[config.mk]
export PLATFORM = sky130hd
export DESIGN_NAME = phy_rx_tuning_regs
export DESIGN_NICKNAME = d
export VERILOG_FILES = /design/src/verilog/phy_rx_tuning_pkg.sv /design/src/verilog/phy_rx_tuning_regs.sv
export VERILOG_INCLUDE_DIRS = /design/src /design/src/verilog
export SDC_FILE = /design/constraint.sdc
export NUM_CORES = 1
export LEC_CHECK = 0
export ABC_AREA = 0
export BUFFER_PORTS_ARGS = -buffer_cell sky130_fd_sc_hd__buf_2
export CORE_MARGIN = 1
export CORE_UTILIZATION = 33
export CTS_CLUSTER_DIAMETER = 100
export DETAILED_ROUTE_END_ITERATION = 10
export SLEW_MARGIN = 40
export SYNTH_ARGS = -nofsm -noshare
export SYNTH_HDL_FRONTEND = slang
export SYNTH_SLANG_ARGS = --single-unit
[constraint.sdc]
create_clock -name sys_clk -period 6.35 [get_ports sys_clk]
set_input_delay 0.9525 -clock sys_clk [delete_from_list [all_inputs] [get_ports sys_clk]]
set_output_delay 0.9525 -clock sys_clk [all_outputs]
set_load 0.03 [all_outputs]
[src/verilog/phy_rx_tuning_params.svh]
// constants for the receive tuning and strap status register bank
// assumes a 125 MHz system clock and 16-bit registers on a 32-bit bus
// How it works
// - overlong packet aborted unless timeout disabled
// - timeout disable bit 11, reset 0
// - timeout ms value bits 10:7, reset 1111
// - bit 6 forces good 100M link
// - bit 5 enhanced ternary detect, reset 1
// - bit 4 enhanced gap detect, reset 0
// - bit 3 skips receive block decoder
// - bit 2 turns scrambler off
// - bit 1 flags odd nibble count
// - bit 0 selects early receive valid
// - idle mode when run reaches threshold
// - lane B skew in bits 7:4
// - lane A skew in bits 3:0
// - strap bits 15,14,13,12 shown, or 15,14,12
// - crossover straps at bits 10, 9
// - duplex bit 8, autoneg bit 7
// - speed straps 6:5 or 5 only
// - address straps 4:0 or 3:0
`ifndef PHY_RX_TUNING_PARAMS_SVH
`define PHY_RX_TUNING_PARAMS_SVH
// -----------------------------------------------------------------
// register indexes; byte address is four times the index
// -----------------------------------------------------------------
`define IDX_RX_TUNING 8'h43
`define IDX_IDLE_THR 8'h53
`define IDX_SKEW 8'h55
`define IDX_STRAP 8'h6E
// -----------------------------------------------------------------
// field positions and reset values
// -----------------------------------------------------------------
`define TUN_LIMIT_OFF 11
`define TUN_LIMIT_MS_HI 10
`define TUN_LIMIT_MS_LO 7
`define TUN_FORCE_LINK 6
`define TUN_TERNARY 5
`define TUN_GAP 4
`define TUN_DEC_SKIP 3
`define TUN_SCR_OFF 2
`define TUN_ODD_NIB 1
`define TUN_EARLY_DV 0
`define TUN_RW_MASK 16'h0FFF
`define TUN_RESET 16'h07A0
`define IDLE_THR_RESET 4'h5
`define IDLE_THR_HIGH 16'h2050
`define STRAP_MASK_LARGE 16'hF7FF
`define STRAP_MASK_SMALL 16'hD7AF
// -----------------------------------------------------------------
// timing
// -----------------------------------------------------------------
`define CLK_MHZ 125
`define DESCR_LIMIT_US 1500
`define DESCR_LIMIT_CYC (`DESCR_LIMIT_US * `CLK_MHZ)
`define MS_US 1000
`define MS_CYC (`MS_US * `CLK_MHZ)
`define STRAP_WAIT 2'd2
`define RESP_OKAY 2'b00
`define RESP_SLVERR 2'b10
`endif

[src/verilog/phy_rx_tuning_pkg.sv]
// types for the receive tuning register bank
// assumes nothing beyond the params header
package phy_rx_tuning_pkg;
  typedef logic [15:0] reg16_t;
  typedef logic [1:0] resp_t;
endpackage

[src/verilog/phy_rx_tuning_regs.sv]
// receive tuning, idle threshold, skew status and strap status registers
// assumes an AXI4-Lite master on sys_clk; datapath inputs share sys_clk
`include "phy_rx_tuning_params.svh"
`timescale 1ns/1ps
`default_nettype none
module phy_rx_tuning_regs
  import phy_rx_tuning_pkg::*;
#(
  parameter int LIMIT_CYC = `DESCR_LIMIT_CYC,
  parameter int MS_CYC = `MS_CYC,
  parameter bit LARGE_PKG = 1'b1
) (
  // clock, reset, enable
  input wire logic sys_clk,
  input wire logic rst,
  input wire logic ce,
  // axi4-lite write
  input wire logic [31:0] s_awaddr,
  input wire logic s_awvalid,
  output logic s_awready,
  input wire logic [31:0] s_wdata,
  input wire logic [3:0] s_wstrb,
  input wire logic s_wvalid,
  output logic s_wready,
  output logic [1:0] s_bresp,
  output logic s_bvalid,
  input wire logic s_bready,
  // axi4-lite read
  input wire logic [31:0] s_araddr,
  input wire logic s_arvalid,
  output logic s_arready,
  output logic [31:0] s_rdata,
  output logic [1:0] s_rresp,
  output logic s_rvalid,
  input wire logic s_rready,
  // receive datapath status in
  input wire logic rx_frame_active,
  input wire logic descrambler_locked,
  input wire logic link_raw_ok,
  input wire logic symbol_valid,
  input wire logic symbol_is_idle,
  input wire logic nibble_valid,
  input wire logic frame_end,
  input wire logic [3:0] rx_lane_a_skew,
  input wire logic [3:0] rx_lane_b_skew,
  // strap pins
  input wire logic [15:0] strap_pins,
  // controls out
  output logic rx_abort,
  output logic descrambler_recovering,
  output logic link_good,
  output logic enhanced_ternary_detect_on,
  output logic enhanced_gap_detect_on,
  output logic rx_block_decoder_skip,
  output logic scrambler_off,
  output logic early_receive_valid,
  output logic idle_mode,
  output logic odd_nibble_seen
);
  // -----------------------------------------------------------------
  // registers
  // -----------------------------------------------------------------
  reg16_t tun_r;
  logic [3:0] idle_thr_r;
  reg16_t skew_r;
  reg16_t strap_r;
  logic strap_done_r;
  logic [1:0] strap_wait_r;
  reg16_t strap_s1_r;
  reg16_t strap_s2_r;
  logic [31:0] aw_addr_r;
  logic [31:0] w_data_r;
  logic [3:0] w_strb_r;
  logic aw_got_r;
  logic w_got_r;
  logic awready_r;
  logic wready_r;
  logic bvalid_r;
  resp_t bresp_r;
  logic arready_r;
  logic rvalid_r;
  resp_t rresp_r;
  logic [31:0] rdata_r;
  logic [31:0] pkt_cnt_r;
  logic abort_r;
  logic lock_d_r;
  logic [31:0] ms_cnt_r;
  logic [3:0] ms_left_r;
  logic recov_r;
  logic [3:0] idle_run_r;
  logic idle_r;
  logic parity_r;
  logic odd_r;
  logic link_r;

  // -----------------------------------------------------------------
  // write channel
  // -----------------------------------------------------------------
  // address and data are taken in either order and held until both exist
  wire aw_take = s_awvalid & awready_r;
  wire w_take = s_wvalid & wready_r;
  wire wr_fire = aw_got_r & w_got_r & ~bvalid_r;
  wire b_done = bvalid_r & s_bready;
  wire aw_got_nxt = (aw_got_r | aw_take) & ~wr_fire;
  wire w_got_nxt = (w_got_r | w_take) & ~wr_fire;
  wire bvalid_nxt = wr_fire | (bvalid_r & ~s_bready);
  wire [7:0] wr_idx = aw_addr_r[9:2];
  wire wr_word = aw_addr_r[1:0] == 2'b00 && aw_addr_r[31:10] == 22'h0;
  wire wr_tun = wr_fire & wr_word & (wr_idx == `IDX_RX_TUNING);
  wire wr_thr = wr_fire & wr_word & (wr_idx == `IDX_IDLE_THR);
  wire wr_ro = wr_word & (wr_idx == `IDX_SKEW || wr_idx == `IDX_STRAP);
  wire [15:0] wmask = {{8{w_strb_r[1]}}, {8{w_strb_r[0]}}};
  wire [15:0] tun_nxt = (tun_r & ~(wmask & `TUN_RW_MASK)) |
    (w_data_r[15:0] & wmask & `TUN_RW_MASK);

  always_ff @(posedge sys_clk or posedge rst) begin
    if (rst) begin
      aw_got_r <= 1'b0;
      w_got_r <= 1'b0;
      awready_r <= 1'b0;
      wready_r <= 1'b0;
      bvalid_r <= 1'b0;
    end else if (ce) begin
      aw_got_r <= aw_got_nxt;
      w_got_r <= w_got_nxt;
      awready_r <= ~aw_got_nxt & ~bvalid_nxt;
      wready_r <= ~w_got_nxt & ~bvalid_nxt;
      bvalid_r <= bvalid_nxt;
    end
  end

  // payload holders carry no reset, they are qualified by the got flags
  always_ff @(posedge sys_clk) begin
    if (ce && aw_take) aw_addr_r <= s_awaddr;
    if (ce && w_take) begin
      w_data_r <= s_wdata;
      w_strb_r <= s_wstrb;
    end
  end

  // writes to read-only words succeed quietly; unmapped words error
  always_ff @(posedge sys_clk or posedge rst) begin
    if (rst) begin
      bresp_r <= `RESP_OKAY;
    end else if (ce && wr_fire) begin
      bresp_r <= (wr_tun | wr_thr | (wr_fire & wr_ro)) ? `RESP_OKAY : `RESP_SLVERR;
    end
  end

  // software-written fields
  always_ff @(posedge sys_clk or posedge rst) begin
    if (rst) begin
      tun_r <= `TUN_RESET;
      idle_thr_r <= `IDLE_THR_RESET;
    end else if (ce) begin
      if (wr_tun) tun_r <= tun_nxt;
      if (wr_thr && w_strb_r[0]) idle_thr_r <= w_data_r[3:0];
    end
  end

  // -----------------------------------------------------------------
  // read channel
  // -----------------------------------------------------------------
  // the address is decoded as it arrives; data are latched at acceptance
  wire ar_take = s_arvalid & arready_r;
  wire rvalid_nxt = ar_take | (rvalid_r & ~s_rready);
  wire [7:0] rd_idx = s_araddr[9:2];
  wire rd_word = s_araddr[1:0] == 2'b00 && s_araddr[31:10] == 22'h0;
  wire rd_tun = rd_word & (rd_idx == `IDX_RX_TUNING);
  wire rd_thr = rd_word & (rd_idx == `IDX_IDLE_THR);
  wire rd_skew = rd_word & (rd_idx == `IDX_SKEW);
  wire rd_strap = rd_word & (rd_idx == `IDX_STRAP);
  wire rd_hit = rd_tun | rd_thr | rd_skew | rd_strap;
  wire [15:0] rd_val = rd_tun ? tun_r :
    rd_thr ? (`IDLE_THR_HIGH | {12'h000, idle_thr_r}) :
    rd_skew ? skew_r :
    rd_strap ? strap_r : 16'h0000;

  always_ff @(posedge sys_clk or posedge rst) begin
    if (rst) begin
      arready_r <= 1'b0;
      rvalid_r <= 1'b0;
      rresp_r <= `RESP_OKAY;
      rdata_r <= 32'h0000_0000;
    end else if (ce) begin
      arready_r <= ~rvalid_nxt;
      rvalid_r <= rvalid_nxt;
      if (ar_take) begin
        rresp_r <= rd_hit ? `RESP_OKAY : `RESP_SLVERR;
        rdata_r <= {16'h0000, rd_val};
      end
    end
  end

  // -----------------------------------------------------------------
  // skew and strap status
  // -----------------------------------------------------------------
  // skew lanes come from logic on sys_clk, so no synchroniser
  always_ff @(posedge sys_clk or posedge rst) begin
    if (rst) begin
      skew_r <= 16'h0000;
    end else if (ce) begin
      skew_r <= {8'h00, rx_lane_b_skew, rx_lane_a_skew};
    end
  end

  // straps are pins: two flops, then one capture after reset release
  wire [15:0] strap_mask = LARGE_PKG ? `STRAP_MASK_LARGE : `STRAP_MASK_SMALL;
  always_ff @(posedge sys_clk or posedge rst) begin
    if (rst) begin
      strap_s1_r <= 16'h0000;
      strap_s2_r <= 16'h0000;
      strap_r <= 16'h0000;
      strap_done_r <= 1'b0;
      strap_wait_r <= 2'd0;
    end else if (ce) begin
      strap_s1_r <= strap_pins;
      strap_s2_r <= strap_s1_r;
      // wait until the pins have passed both flops, then capture once
      if (!strap_done_r) begin
        strap_wait_r <= strap_wait_r + 2'd1;
        if (strap_wait_r == `STRAP_WAIT) begin
          strap_r <= strap_s2_r & strap_mask;
          strap_done_r <= 1'b1;
        end
      end
    end
  end

  // -----------------------------------------------------------------
  // descrambler timeout and recovery
  // -----------------------------------------------------------------
  // the packet counter saturates so a stuck frame cannot wrap back to ok
  wire limit_off = tun_r[`TUN_LIMIT_OFF];
  wire pkt_over = pkt_cnt_r >= 32'(LIMIT_CYC);
  wire lock_lost = lock_d_r & ~descrambler_locked;
  wire ms_tick = recov_r && ms_cnt_r == 32'(MS_CYC - 1);

  always_ff @(posedge sys_clk or posedge rst) begin
    if (rst) begin
      pkt_cnt_r <= 32'h0000_0000;
      abort_r <= 1'b0;
    end else if (ce) begin
      if (!rx_frame_active) pkt_cnt_r <= 32'h0000_0000;
      else if (!pkt_over) pkt_cnt_r <= pkt_cnt_r + 32'h0000_0001;
      abort_r <= rx_frame_active & pkt_over & ~limit_off;
    end
  end

  // recovery lasts the programmed number of milliseconds after unlock
  always_ff @(posedge sys_clk or posedge rst) begin
    if (rst) begin
      lock_d_r <= 1'b0;
      ms_cnt_r <= 32'h0000_0000;
      ms_left_r <= 4'h0;
      recov_r <= 1'b0;
    end else if (ce) begin
      lock_d_r <= descrambler_locked;
      if (lock_lost) begin
        ms_cnt_r <= 32'h0000_0000;
        ms_left_r <= tun_r[`TUN_LIMIT_MS_HI:`TUN_LIMIT_MS_LO];
        recov_r <= tun_r[`TUN_LIMIT_MS_HI:`TUN_LIMIT_MS_LO] != 4'h0;
      end else if (ms_tick) begin
        ms_cnt_r <= 32'h0000_0000;
        ms_left_r <= ms_left_r - 4'h1;
        recov_r <= ms_left_r != 4'h1;
      end else if (recov_r) begin
        ms_cnt_r <= ms_cnt_r + 32'h0000_0001;
      end
    end
  end

  // -----------------------------------------------------------------
  // idle detector, odd nibbles, link
  // -----------------------------------------------------------------
  // the run saturates at 15 so a long idle stretch cannot wrap to zero
  wire [3:0] idle_run_nxt = !symbol_valid ? idle_run_r :
    !symbol_is_idle ? 4'h0 :
    (idle_run_r == 4'hF) ? idle_run_r : idle_run_r + 4'h1;
  wire parity_now = parity_r ^ nibble_valid;

  always_ff @(posedge sys_clk or posedge rst) begin
    if (rst) begin
      idle_run_r <= 4'h0;
      idle_r <= 1'b0;
      parity_r <= 1'b0;
      odd_r <= 1'b0;
      link_r <= 1'b0;
    end else if (ce) begin
      idle_run_r <= idle_run_nxt;
      idle_r <= idle_run_nxt >= idle_thr_r;
      parity_r <= frame_end ? 1'b0 : parity_now;
      odd_r <= frame_end & parity_now & tun_r[`TUN_ODD_NIB];
      link_r <= tun_r[`TUN_FORCE_LINK] | link_raw_ok;
    end
  end

  // -----------------------------------------------------------------
  // outputs, all straight from flops
  // -----------------------------------------------------------------
  assign s_awready = awready_r;
  assign s_wready = wready_r;
  assign s_bvalid = bvalid_r;
  assign s_bresp = bresp_r;
  assign s_arready = arready_r;
  assign s_rvalid = rvalid_r;
  assign s_rresp = rresp_r;
  assign s_rdata = rdata_r;
  assign rx_abort = abort_r;
  assign descrambler_recovering = recov_r;
  assign link_good = link_r;
  assign enhanced_ternary_detect_on = tun_r[`TUN_TERNARY];
  assign enhanced_gap_detect_on = tun_r[`TUN_GAP];
  assign rx_block_decoder_skip = tun_r[`TUN_DEC_SKIP];
  assign scrambler_off = tun_r[`TUN_SCR_OFF];
  assign early_receive_valid = tun_r[`TUN_EARLY_DV];
  assign idle_mode = idle_r;
  assign odd_nibble_seen = odd_r;
endmodule // phy_rx_tuning_regs
`default_nettype wire

# ---- Word-level counts from Yosys, hierarchy flattened
# Cells that the tools add are included.
dict set report word_totals {
  in_bits 139
  reg_bits 230
  output_inout_bits 51
  word_cells 147
}
dict set report op_classes {
  muxes 21
  n_eq_ne 13
  n_bitwise 51
  n_reduce_logical 23
  magnitude_cmp 2
  addsub 5
}
# op count
set op_table {}
lappend op_table {{32-bit 2-to-1 mux} 5}
lappend op_table {{32-bit by 1-bit adder with 32-bit output, second input constant} 2}
lappend op_table {{8-bit by 7-bit equality test with 1-bit output, second input constant} 8}
lappend op_table {{16-bit 2-to-1 mux} 4}
lappend op_table {{22-bit zero test} 2}
lappend op_table {{32-bit by 17-bit equality test with 1-bit output, second input constant} 1}
lappend op_table {{32-bit by 18-bit >= comparator with 1-bit output, second input constant} 1}
lappend op_table {{1-bit bitwise AND} 25}
lappend op_table {{4-bit 2-to-1 mux} 5}
lappend op_table {{16-bit bitwise AND} 1}
lappend op_table {{12-bit inverter with 16-bit output} 1}
lappend op_table {{16-bit by 12-bit OR with 16-bit output} 1}
lappend op_table {{2-bit AND reduction} 7}
lappend op_table {{12-bit bitwise AND} 1}
lappend op_table {{1-bit inverter} 11}
lappend op_table {{1-bit OR} 10}
lappend op_table {{1-bit logical AND} 7}
lappend op_table {{1-bit 2-to-1 mux} 5}
lappend op_table {{4-bit by 1-bit adder with 4-bit output, second input constant} 1}
lappend op_table {{4-bit equality test, second input constant} 1}
lappend op_table {{4-bit >= comparator} 1}
lappend op_table {{2-bit zero test} 2}
lappend op_table {{2-bit 2-to-1 mux} 2}
lappend op_table {{4-bit by 1-bit != test with 1-bit output, second input constant} 1}
lappend op_table {{10 further kinds} 10}

# ---- Depth between registers and ports, before layout
# Gate-level depths: netlist of the first run.
dict set report logic_depth {
  ltp_word 7
  ltp_mapped 11
  ltp_nobuf 11
}

# ---- Least setup slack after synthesis of the first run
# No wires, ideal clock.
dict set report synth_path {
  kind {input-to-reg}
  start {in ce}
  end {reg aw_addr_r[0] (enable)}
  setup_time_ps 393
  n_path_buf 3
  stages 4
  required_ps 5957
  arrival_time_ps 2364
  setup_slack_ps 3593
  path_cell_list {buf_4 buf_2 clkbuf_1 and3_1}
}
dict set report synth_via {
  elab_chain_len 1
}
# item line_no
set synth_lines {}
lappend synth_lines {{start: declaration} phy_rx_tuning_regs.sv:16} ;# input wire logic ce,
lappend synth_lines {{1-bit logical AND} phy_rx_tuning_regs.sv:134} ;# if (ce && aw_take) aw_addr_r <= s_awaddr;
lappend synth_lines {{end signal: assignment} phy_rx_tuning_regs.sv:134}
lappend synth_lines {{end: declaration} phy_rx_tuning_regs.sv:71} ;# logic [31:0] aw_addr_r;
# Every way passes these cells.
# A chain may end at the register's enable or synchronous reset.

==> results.cfg, run 1 <==
[timing]
holdWs_ns = 0.471
max_slew.worst_pin.slew_ns = 0.768
finClkSkew_ns = 0.00792
grt_setup_unrepaired = false
fin_tns_setup_ns = 0
setup_viol = 0
relSlewSlack = 0.486
fmax_mhz = 385
slew_violations = 0
hold_viol = 0
final.period_utilization = 0.409
fin_crit_ns = 2.60

[floorplan]
dieArea_um2 = 31300
row_count = 63
die_h_um = 177
die_w_um = 177
core_um2 = 29900
io_pins = 190
start_util = 0.338

[drt]
dr.pass1.iters = 4
drt_iter0_markers = 378
postRouteAntennaNets = 0
drcViolationCount = 0
drt-wirelength-per-cell_um = 15.5
vias = 6990
routed_via_density = 4.97
wirelength_um = 21800

[global_routing]
grt_antenna_before_repair = 5
grt_max_degree = 63
grt_pass1_wl_um = 36100
track_usage = 0.142
globalRouteOverflowTotal = 0
grt_pass1_vias = 6879

[yosys]
ys_types = 81
netlist_area_um2 = 10100
async_flop_share = 0.793
syn_avg_cell_area_um2 = 11.9
synth_edf_count = 46
synth_seq_area_share = 0.574
synthFlopType = dfrtp_1
synth-seq-cells = 222
syn_inst = 849
yosys_warnings = 0

[cells_and_area]
nets = 1146
final_area_um2 = 12100
fillerInstances = 2842
utilization = 0.404
drive_gt1_frac = 0.301
final_common_cell = dfrtp_1
final_cell_mix = dfrtp_1 (169), buf_2 (147), mux2_2 (73)
synthToLayoutAreaGrowth_pct = 19.5

[clock_network]
post_cts_resized = 0
clock_path_buffers = 3
cts_tree = built
path_clk_slew_ns = 0.06
cts_buffers = 25
cts.sink_count = 222
holdBufCountCts = 0
clock_latency_ns = 0.51
cts-root-buf = clkbuf_16
cts_setup_buffers = 0
cts_max_level = 1

[placed_design]
place.gp.congestion = 0.844
dp_hpwl_um = 15100
io_buffers = 148
place_area_um2 = 11100

[worst_setup_path]
critical-path-slowest-cell = and4b_1
reg2reg_depth = 5
cp-start-kind = input pin
cp_cell_sequence = buf_4 > buf_4 > and4b_1 > mux2_2
critPathMaxStageDelay_ns = 0.57
critical_path_class = in -> reg
cp.arrival_ns = 2.99
end_kind = flip-flop
crit_path_max_fanout = 56
crit_top_cell = buf_4
worstPathRequired_ns = 6.74

[min_path]
hold_depth = 1
hold_path_class = reg -> reg

[run]
maxCapViolCount = 0

[run_status]
outcome = finished, final reports clean

[power_and_ir_drop]
leakage_nw = 5.25
powerDensity_nw_per_um2 = 304
vdd_drop_max_mv = 0.214
==> stage by stage <==
step                      setup WS [ns]  instances  total power, mW
after floorplan                   0.636        866             2.02
after global placement             3.21       1357             2.14
after detailed placement           3.19       1358             2.15
after CTS                          3.73       1403             3.72
after global routing               3.62       1405             3.83
final                              3.75       1407             3.67
==> sequential cells by signal, summed over array words and instances, names as in the netlist, 2 cells and up, named ones only <==
signal	flops
ms_cnt_r	32
idle_run_r	4
s_rdata	16
pkt_cnt_r	32
skew_r	8
strap_wait_r	2
aw_addr_r	32
w_data_r	12
w_strb_r	2
idle_thr_r	4
strap_s1_r	15
strap_s2_r	15
ms_left_r	4
strap_r	15
==> cell families after synthesis <==
logic type	after synthesis	share of synthesized area
adder cells (fa/ha/maj)	11	0.0136
AND/OR/NAND/NOR	291	0.165
AO/OA/AOI/OAI	137	0.0954
multiplexers	75	0.0835
flip-flops	222	0.574
buffers and inverters	82	0.0420
other	1	0.000372
XOR/XNOR	30	0.0260
==> synth_stat cells, types with 4 or more instances <==
cell       instances  area (µm²)
a2111oi_0          4        35.0
a21o_1             8        60.1
a21oi_1           23         115
a22o_1             7        61.3
a22oi_1            5        37.5
a2bb2oi_1          4        35.0
a31oi_1           15        93.8
a32o_1             5        50.1
and2_1            18         113
and3_1             6        37.5
and4_1             4        35.0
buf_1              5        18.8
buf_2              7        35.0
buf_4             24         180
clkbuf_1          12        45.0
dfrtp_1          169        4230
dfstp_2            7         184
edfxtp_1          46        1380
ha_1              11         138
inv_1             29         109
mux2_2            73         822
nand2_1           60         225
nand2b_1          10        62.6
nand3_1           33         165
nand4_1           15        93.8
nor2_1            62         233
nor2b_1            4        25.0
nor3_1            12        60.1
nor4_1            25         156
nor4_2             4        50.1
nor4b_1            7        61.3
o21ai_0           24         120
o21ai_1            4        20.0
o41ai_1            5        43.8
xnor2_1           24         210
xor2_1             6        52.6
==> power by group <==
group / internal [mW] / switching, mW / leakage, nW
clock network: 0.973 / 0.573 / 0.437
registers: 1.61 / 0.108 / 2.69
logic: 0.176 / 0.228 / 2.12
==> final timing paths <==
check,startpoint,endpoint,slack (ns)
worst min-delay path,strap_done_r$_DFFE_PP0P_,strap_done_r$_DFFE_PP0P_,0.47
min in group asynchronous,rst,ms_cnt_r[29]$_DFFE_PP0P_,0.51
worst max-delay path,ce,flip-flop,3.75
worst max register to register,aw_addr_r[31]$_DFFE_PP_,flip-flop,3.89
max in group asynchronous,rst,strap_r[1]$_DFFE_PP0P_,4.90
worst min register to register,strap_done_r$_DFFE_PP0P_,strap_done_r$_DFFE_PP0P_,0.47
==> worst max-delay path: cells and delay by family <==
family,cells,cell delay [ns]
buffers and inverters,2,1.05
muxes,1,0.40
and+or+nand+nor,1,0.57
==> per-layer routing <==
layer | up-vias | wire [µm] | global-route usage
li1 | 3378 | - | -
met1 | 3411 | 10000 | 0.193
met2 | 168 | 10100 | 0.229
met3 | 29 | 1340 | 0.0341
met4 | 4 | 306 | 0.0334
met5 | - | 23 | 0
==> cell type report <==
cell class              instances  area (µm²)  area share
diodes                          3        7.51    0.000622
clock buffers                  32         692      0.0574
clock inverters                13         203      0.0168
inverters                      30         118     0.00975
multi-input cells             562        3950       0.327
flip-flops and latches        222        5790       0.480
well taps                     390         488      0.0405
repair buffers                155         811      0.0672
(Power assumes the default switching activity.)
==> run 2, diff against run 1 <==
==> constraint.sdc (replaced) <==
create_clock -name sys_clk -period 2.1 [get_ports sys_clk]
set_input_delay 0.315 -clock sys_clk [delete_from_list [all_inputs] [get_ports sys_clk]]
set_output_delay 0.315 -clock sys_clk [all_outputs]
set_load 0.03 [all_outputs]
==> run 2 against run 1 <==
Compared with the run above:
- the flow now finishes with violations (setup timing)
- first-iteration DRC count is 2.9% higher
- sequential share of layout area is 4.5 points lower
- clock skew is 0.020 ns higher
- count of clock-buffer cells in the layout is 3 higher
- die area stayed put
- utilization is 4.2 points higher
- via count is 8.1% higher
- clock power grew to 2.9 times the previous value
- routed wire length is 10% higher
- critical path type is now reg -> reg
- largest power group unchanged
- highest routed layer is now met4
==> results.cfg, run 2 (synthesis gave the netlist of run 1 again) <==
[drt]
vias = 7557
wirelength_um = 24000
postRouteAntennaNets = 0
dr.pass1.iters = 7
routed_via_density = 4.95
drt-wirelength-per-cell_um = 15.7
drcViolationCount = 0
drt_iter0_markers = 389

[timing]
hold_viol = 0
fmax_mhz = 474
slew_violations = 0
setup_viol = 6
holdWs_ns = 0.0180
grt_setup_unrepaired = true
fin_ws_ns = -0.0116
relSlewSlack = 0.587
fin_crit_ns = 2.11
fin_tns_setup_ns = -0.0415
max_slew.worst_pin.slew_ns = 0.618
finClkSkew_ns = 0.0283
final.period_utilization = 1.01

[cells_and_area]
drive_gt1_frac = 0.330
nets = 1269
top_regs = aw_addr_r: 32 flops, ms_cnt_r: 32 flops, pkt_cnt_r: 32 flops
final_area_um2 = 13300
final_cell_mix = dfrtp_1 (169), buf_2 (147), mux2_2 (72)
n_antenna_cell = 0
synthToLayoutAreaGrowth_pct = 31.9
utilization = 0.446
regArea_um2 = 5790
fillerInstances = 2724
multi_input_area_um2 = 4060
final_common_cell = dfrtp_1

[placed_design]
dp_hpwl_um = 16200
place_area_um2 = 11600
io_buffers = 148
place.gp.congestion = 0.788

[worst_setup_path]
reg2reg_from = aw_addr_r[1]$_DFFE_PP_
cp.arrival_ns = 2.51
setup.worst_path.start = aw_addr_r[1]$_DFFE_PP_
critical-path-slowest-cell = edfxtp_1
end_kind = flip-flop
path_buf_inv = 2
critPathMaxStageDelay_ns = 0.40
worstPathRequired_ns = 2.50
crit_path_max_fanout = 8
cp-start-kind = flip-flop
critical_path_class = reg -> reg
cp_cell_sequence = nor4_2 > nand4_1 > nor3_2 > buf_4 > and4b_1 > buf_12 > mux2_2
cp_top_family = simple AND/OR/NAND/NOR gates

[floorplan]
core_um2 = 29900
die_w_um = 177
die_h_um = 177
start_util = 0.338
row_count = 63
dieArea_um2 = 31300
io_pins = 190

[clock_network]
cts_tree = built
cts_buffers = 25
clock_latency_ns = 0.54
cts.sink_count = 222
cts_max_level = 1
cts-root-buf = clkbuf_16
clock_path_buffers = 3
path_clk_slew_ns = 0.06

[min_path]
hold_path_class = in -> reg
hp-start = strap_pins[8]

[run_status]
violations = setup timing
outcome = finished, violations left

[power_and_ir_drop]
power_mw = 11.2
vdd_drop_max_mv = 0.557
leakage_nw = 5.84
powerDensity_nw_per_um2 = 843

[global_routing]
grt_pass1_wl_um = 38700
track_usage = 0.154
grt_max_degree = 41
grt_pass1_vias = 7580
grt_antenna_before_repair = 0
globalRouteOverflowTotal = 0

[run]
maxCapViolCount = 0
==> run 2: cell count changes in the layout (fill, tap and decap cells not counted), sizes merged <==
cell | previous run | this run
clkbuf | 32 | 35
diode | 3 | 0
clkinvlp | 1 | 2
buf | 155 | 210
bufinv | 5 | 3
dlygate4sd3 | 0 | 68
clkinv | 8 | 7
==> run 2: layout make-up <==
cell class	instances	share of cell area
clock inverters	11	0.0105
well taps	390	0.0367
multi-input cells	562	0.305
flip-flops and latches	222	0.435
clock buffers	35	0.0543
inverters	30	0.00874
repair buffers	278	0.149
==> run 2: path summary, 6_finish.rpt <==
check                                             to  slack, ns  depth (start not counted)
max                                        flip-flop      -0.01                          7
min                        strap_s1_r[8]$_DFFE_PP0P_       0.02                          2
max reg2reg                                flip-flop      -0.01                          7
min reg2reg                 strap_done_r$_DFFE_PP0P_       0.46                          1
max in group asynchronous  idle_thr_r[2]$_DFFE_PP1P_       1.03                          4
min in group asynchronous  pkt_cnt_r[18]$_DFFE_PP0P_       0.42                          3
==> run 2: through the flow <==
stage / std cells / setup slack (ns)
after global placement: 1408 / -0.165
after CTS: 1522 / -0.00753
after floorplan: 866 / -0.462
final: 1528 / -0.0116
after detailed placement: 1408 / -0.158
after global routing: 1528 / -0.117
==> run 2: worst register-to-register path: stages (launching register included) <==
cell and delay (ns):
edfxtp_1 0.40, nor4_2 0.32, nand4_1 0.20, nor3_2 0.23, buf_4 0.15, and4b_1 0.23, buf_12 0.14, mux2_2 0.33
==> run 2: repair_timing <==
item	4_1_cts	5_1_grt
setup buffers	0	6
pin swaps	5	9
hold buffers	68	0
endpoints found under the setup margin	21	28
resized for setup	8	20
endpoints found under the hold margin	78	0
==> run 2: routing by layer <==
layer | up-vias | share of wire | track usage | wire (µm)
met5 | - | 0 | 0 | 0
met4 | 0 | 0.021 | 0.0467 | 510
met3 | 32 | 0.053 | 0.0299 | 1280
met2 | 209 | 0.48 | 0.256 | 11500
met1 | 3702 | 0.45 | 0.202 | 10700
li1 | 3614 | - | - | -
==> run 2: report_power, final <==
part           internal (mW)  leakage, nW  switching (mW)
Sequential              4.88         2.69           0.329
Clock                   2.77        0.427            1.78
Combinational          0.713         2.73           0.761
==> run 3, diff against run 2 <==
--- a/config.mk
+++ b/config.mk
@@ -6,7 +6,7 @@
 export SDC_FILE = /design/constraint.sdc
 export NUM_CORES = 1
 export LEC_CHECK = 0
-export ABC_AREA = 0
+export ABC_AREA = 1
 export BUFFER_PORTS_ARGS = -buffer_cell sky130_fd_sc_hd__buf_2
 export CORE_MARGIN = 1
 export CORE_UTILIZATION = 33
==> run 3 against run 2 <==
Compared with the run above:
- the run now ends clean
- flip-flop and latch count stayed put
- routed wire length grew 12%
- non-clock buffer count is 38 lower
- fmax grew 4.4%
- register-to-register slack better by 0.09 ns
- utilization shrank 2.3 points
- clock power decreased by 4%
- sequential power is 4.0% higher
- total power grew 3.3%
- synthesized cell count rose by 59%
- largest cell class unchanged
==> results.cfg, run 3 <==
[run_status]
outcome = finished, final reports clean

[floorplan]
start_util = 0.337
row_count = 66
io_pins = 190
die_h_um = 184
dieArea_um2 = 34000
die_w_um = 184
core_um2 = 32600

[yosys]
synth_top_area_share = 0.385
netlist_top_cells_count = nand2_1 (398), dfrtp_1 (169), nor2_1 (165)
synth_seq_area_share = 0.527
ys_types = 50
synth_top_family_by_area = simple AND/OR/NAND/NOR gates
netlist_area_um2 = 11000
synth_adder_area_share = 0.0125
synth_xor_area_frac = 0.0183
async_flop_share = 0.793
synth_compound_area_frac = 0.0647
post-synth-top-count-cell = nand2_1
yosys_warnings = 0
netlist_top_cells_area = dfrtp_1 (38%), nand2_1 (14%), edfxtp_1 (13%), nor2_1 (5.6%), inv_1 (5.3%)
syn_avg_cell_area_um2 = 8.15
synthFlopType = dfrtp_1
synth_mux_area_frac = 0
synthSimpleGateAreaFrac = 0.292
syn_inst = 1349
synth_top_area_cell = dfrtp_1
synth-seq-cells = 222
synth_edf_count = 46

[worst_setup_path]
path_buf_inv = 1
worstPathRequired_ns = 2.51
crit_top_cell = nand2_2
reg2reg_depth = 12
regToRegSetupSlack_ns = 0.08
cp.arrival_ns = 2.43
r2r_end = idle_mode$_DFFE_PP0P_
cp-start-kind = flip-flop
critical_path_class = reg -> reg
critPathMaxStageDelay_ns = 0.40
critical-path-slowest-cell = dfrtp_1
reg2reg_from = idle_run_r[1]$_DFFE_PP0P_
crit_path_max_fanout = 3
cp_top_family = compound AO/OA/AOI/OAI gates
cp_cell_sequence = ha_2 > nand2_2 > inv_1 > nand2_1 > nand2_2 > o21ai_2 > a21oi_2 > ha_1 > a21boi_0 > o21a_1 > o21ai_0 > a21oi_1
end_kind = flip-flop

[power_and_ir_drop]
leakage_nw = 6.45
vdd_drop_max_mv = 0.539
power_mw = 11.6
powerDensity_nw_per_um2 = 842

[clock_network]
cts-root-buf = clkbuf_16
cts_buffers = 26
clock_latency_ns = 0.53
path_clk_slew_ns = 0.06
cts.sink_count = 222
cts_max_level = 1
cts_tree = built
cts_setup_buffers = 0
clock_path_buffers = 3

[global_routing]
track_usage = 0.160
grt_pass1_vias = 9151
grt_pass1_wl_um = 44200
globalRouteOverflowTotal = 0
grt_max_degree = 78
grt_antenna_before_repair = 1

[timing]
finClkSkew_ns = 0.0129
hold_viol = 0
slew_violations = 0
max_slew.worst_pin.slew_ns = 0.619
fin_crit_ns = 2.02
holdWs_ns = 0.0204
relSlewSlack = 0.586
fmax_mhz = 494
final.period_utilization = 0.963
setup_viol = 0

[cells_and_area]
final_common_cell = nand2_1
nets = 1728
utilization = 0.422
top_regs = aw_addr_r: 32 flops, ms_cnt_r: 32 flops, pkt_cnt_r: 32 flops
n_antenna_cell = 0
synthToLayoutAreaGrowth_pct = 25.4
drive_gt1_frac = 0.167
final_cell_mix = nand2_1 (396), dfrtp_1 (169), nor2_1 (164)

[drt]
dr.pass1.iters = 5
routed_via_density = 4.58
wirelength_um = 26800
drt-wirelength-per-cell_um = 13.1
drt_iter0_markers = 407
vias = 9350
postRouteAntennaNets = 0
drcViolationCount = 0

[placed_design]
place.gp.congestion = 0.903
io_buffers = 148
dp_hpwl_um = 18800

[min_path]
min_to = strap_s1_r[13]$_DFFE_PP0P_
hold_path_class = in -> reg
hold_depth = 3
hp-start = strap_pins[13]

[run]
maxCapViolCount = 0
-- run 3: area by class of cell --
cell class	instances	area, µm²
Clock buffer	34	721
Clock inverter	14	123
Fill cell	3265	18800
Inverter	160	604
Multi-Input combinational cell	928	4340
Sequential cell	222	5790
Tap cell	442	553
Timing Repair Buffer	240	1640
-- run 3: layer usage --
layer | track usage | up-vias | wire, µm
met5 | 0 | - | 13
met4 | 0.0437 | 2 | 596
met3 | 0.0277 | 48 | 1110
met2 | 0.278 | 180 | 13100
met1 | 0.205 | 4395 | 12000
li1 | - | 4725 | -
-- run 3: worst max-delay path by stage --
| stage | start | to | slack (ns) | cells past startpoint |
|---|---|---|---|---|
| 6_report | idle_run_r[1]$_DFFE_PP0P_ | idle_mode$_DFFE_PP0P_ | 0.08 | 12 |
| 5_1_grt | idle_run_r[0]$_DFFE_PP0P_ | idle_mode$_DFFE_PP0P_ | -0.05 | 12 |
| 4_1_cts | idle_run_r[0]$_DFFE_PP0P_ | idle_mode$_DFFE_PP0P_ | 0.04 | 12 |
| 3_5_place_dp | idle_run_r[1]$_DFFE_PP0P_ | idle_mode$_DFFE_PP0P_ | 0.06 | 12 |
| 3_3_place_gp | idle_run_r[0]$_DFFE_PP0P_ | idle_mode$_DFFE_PP0P_ | 0.1 | 12 |
| 2_1_floorplan | rst | asynchronous set/reset pin | -0.46 | 1 |
-- run 3: kinds of logic (layout without fill, tap and decap cells) --
logic type,count (synthesis),in the layout
simple gates,746,746
flops,222,222
buf+inv,216,448
compound gates,130,130
xor+xnor,23,23
fa+ha+maj,11,11
other cells,1,18
-- run 3: what timing repair did --
item	CTS	global route
hold buffers	69	0
gates resized for setup	0	6
endpoints found under the setup margin	0	1
endpoints found under the hold margin	77	0
-- run 3: stage by stage --
| stage | TNS [ns] | setup WS, ns | area, µm² | instances |
|---|---|---|---|---|
| floorplan | -78.07 | -0.462 | 11100 | 1366 |
| global placement | 0 | 0.0962 | 12200 | 1923 |
| detailed placement | 0 | 0.0614 | 12200 | 1923 |
| CTS | 0 | 0.0365 | 13800 | 2040 |
| global route | -0.0476 | -0.0476 | 13800 | 2040 |
| finish | 0 | 0.0773 | 13800 | 2040 |
-- run 3: power by group --
part	internal [mW]	switching [mW]	leakage, nW
sequential	4.98	0.447	2.67
clock	2.56	1.83	0.412
combinational	0.686	1.10	3.37
total	8.22	3.38	6.45
-- run 3: tightest hold or removal path: cells and delay by family --
kind                   cells  cell delay [ns]
buffers and inverters      1             0.08
AND/OR/NAND/NOR            2             0.12
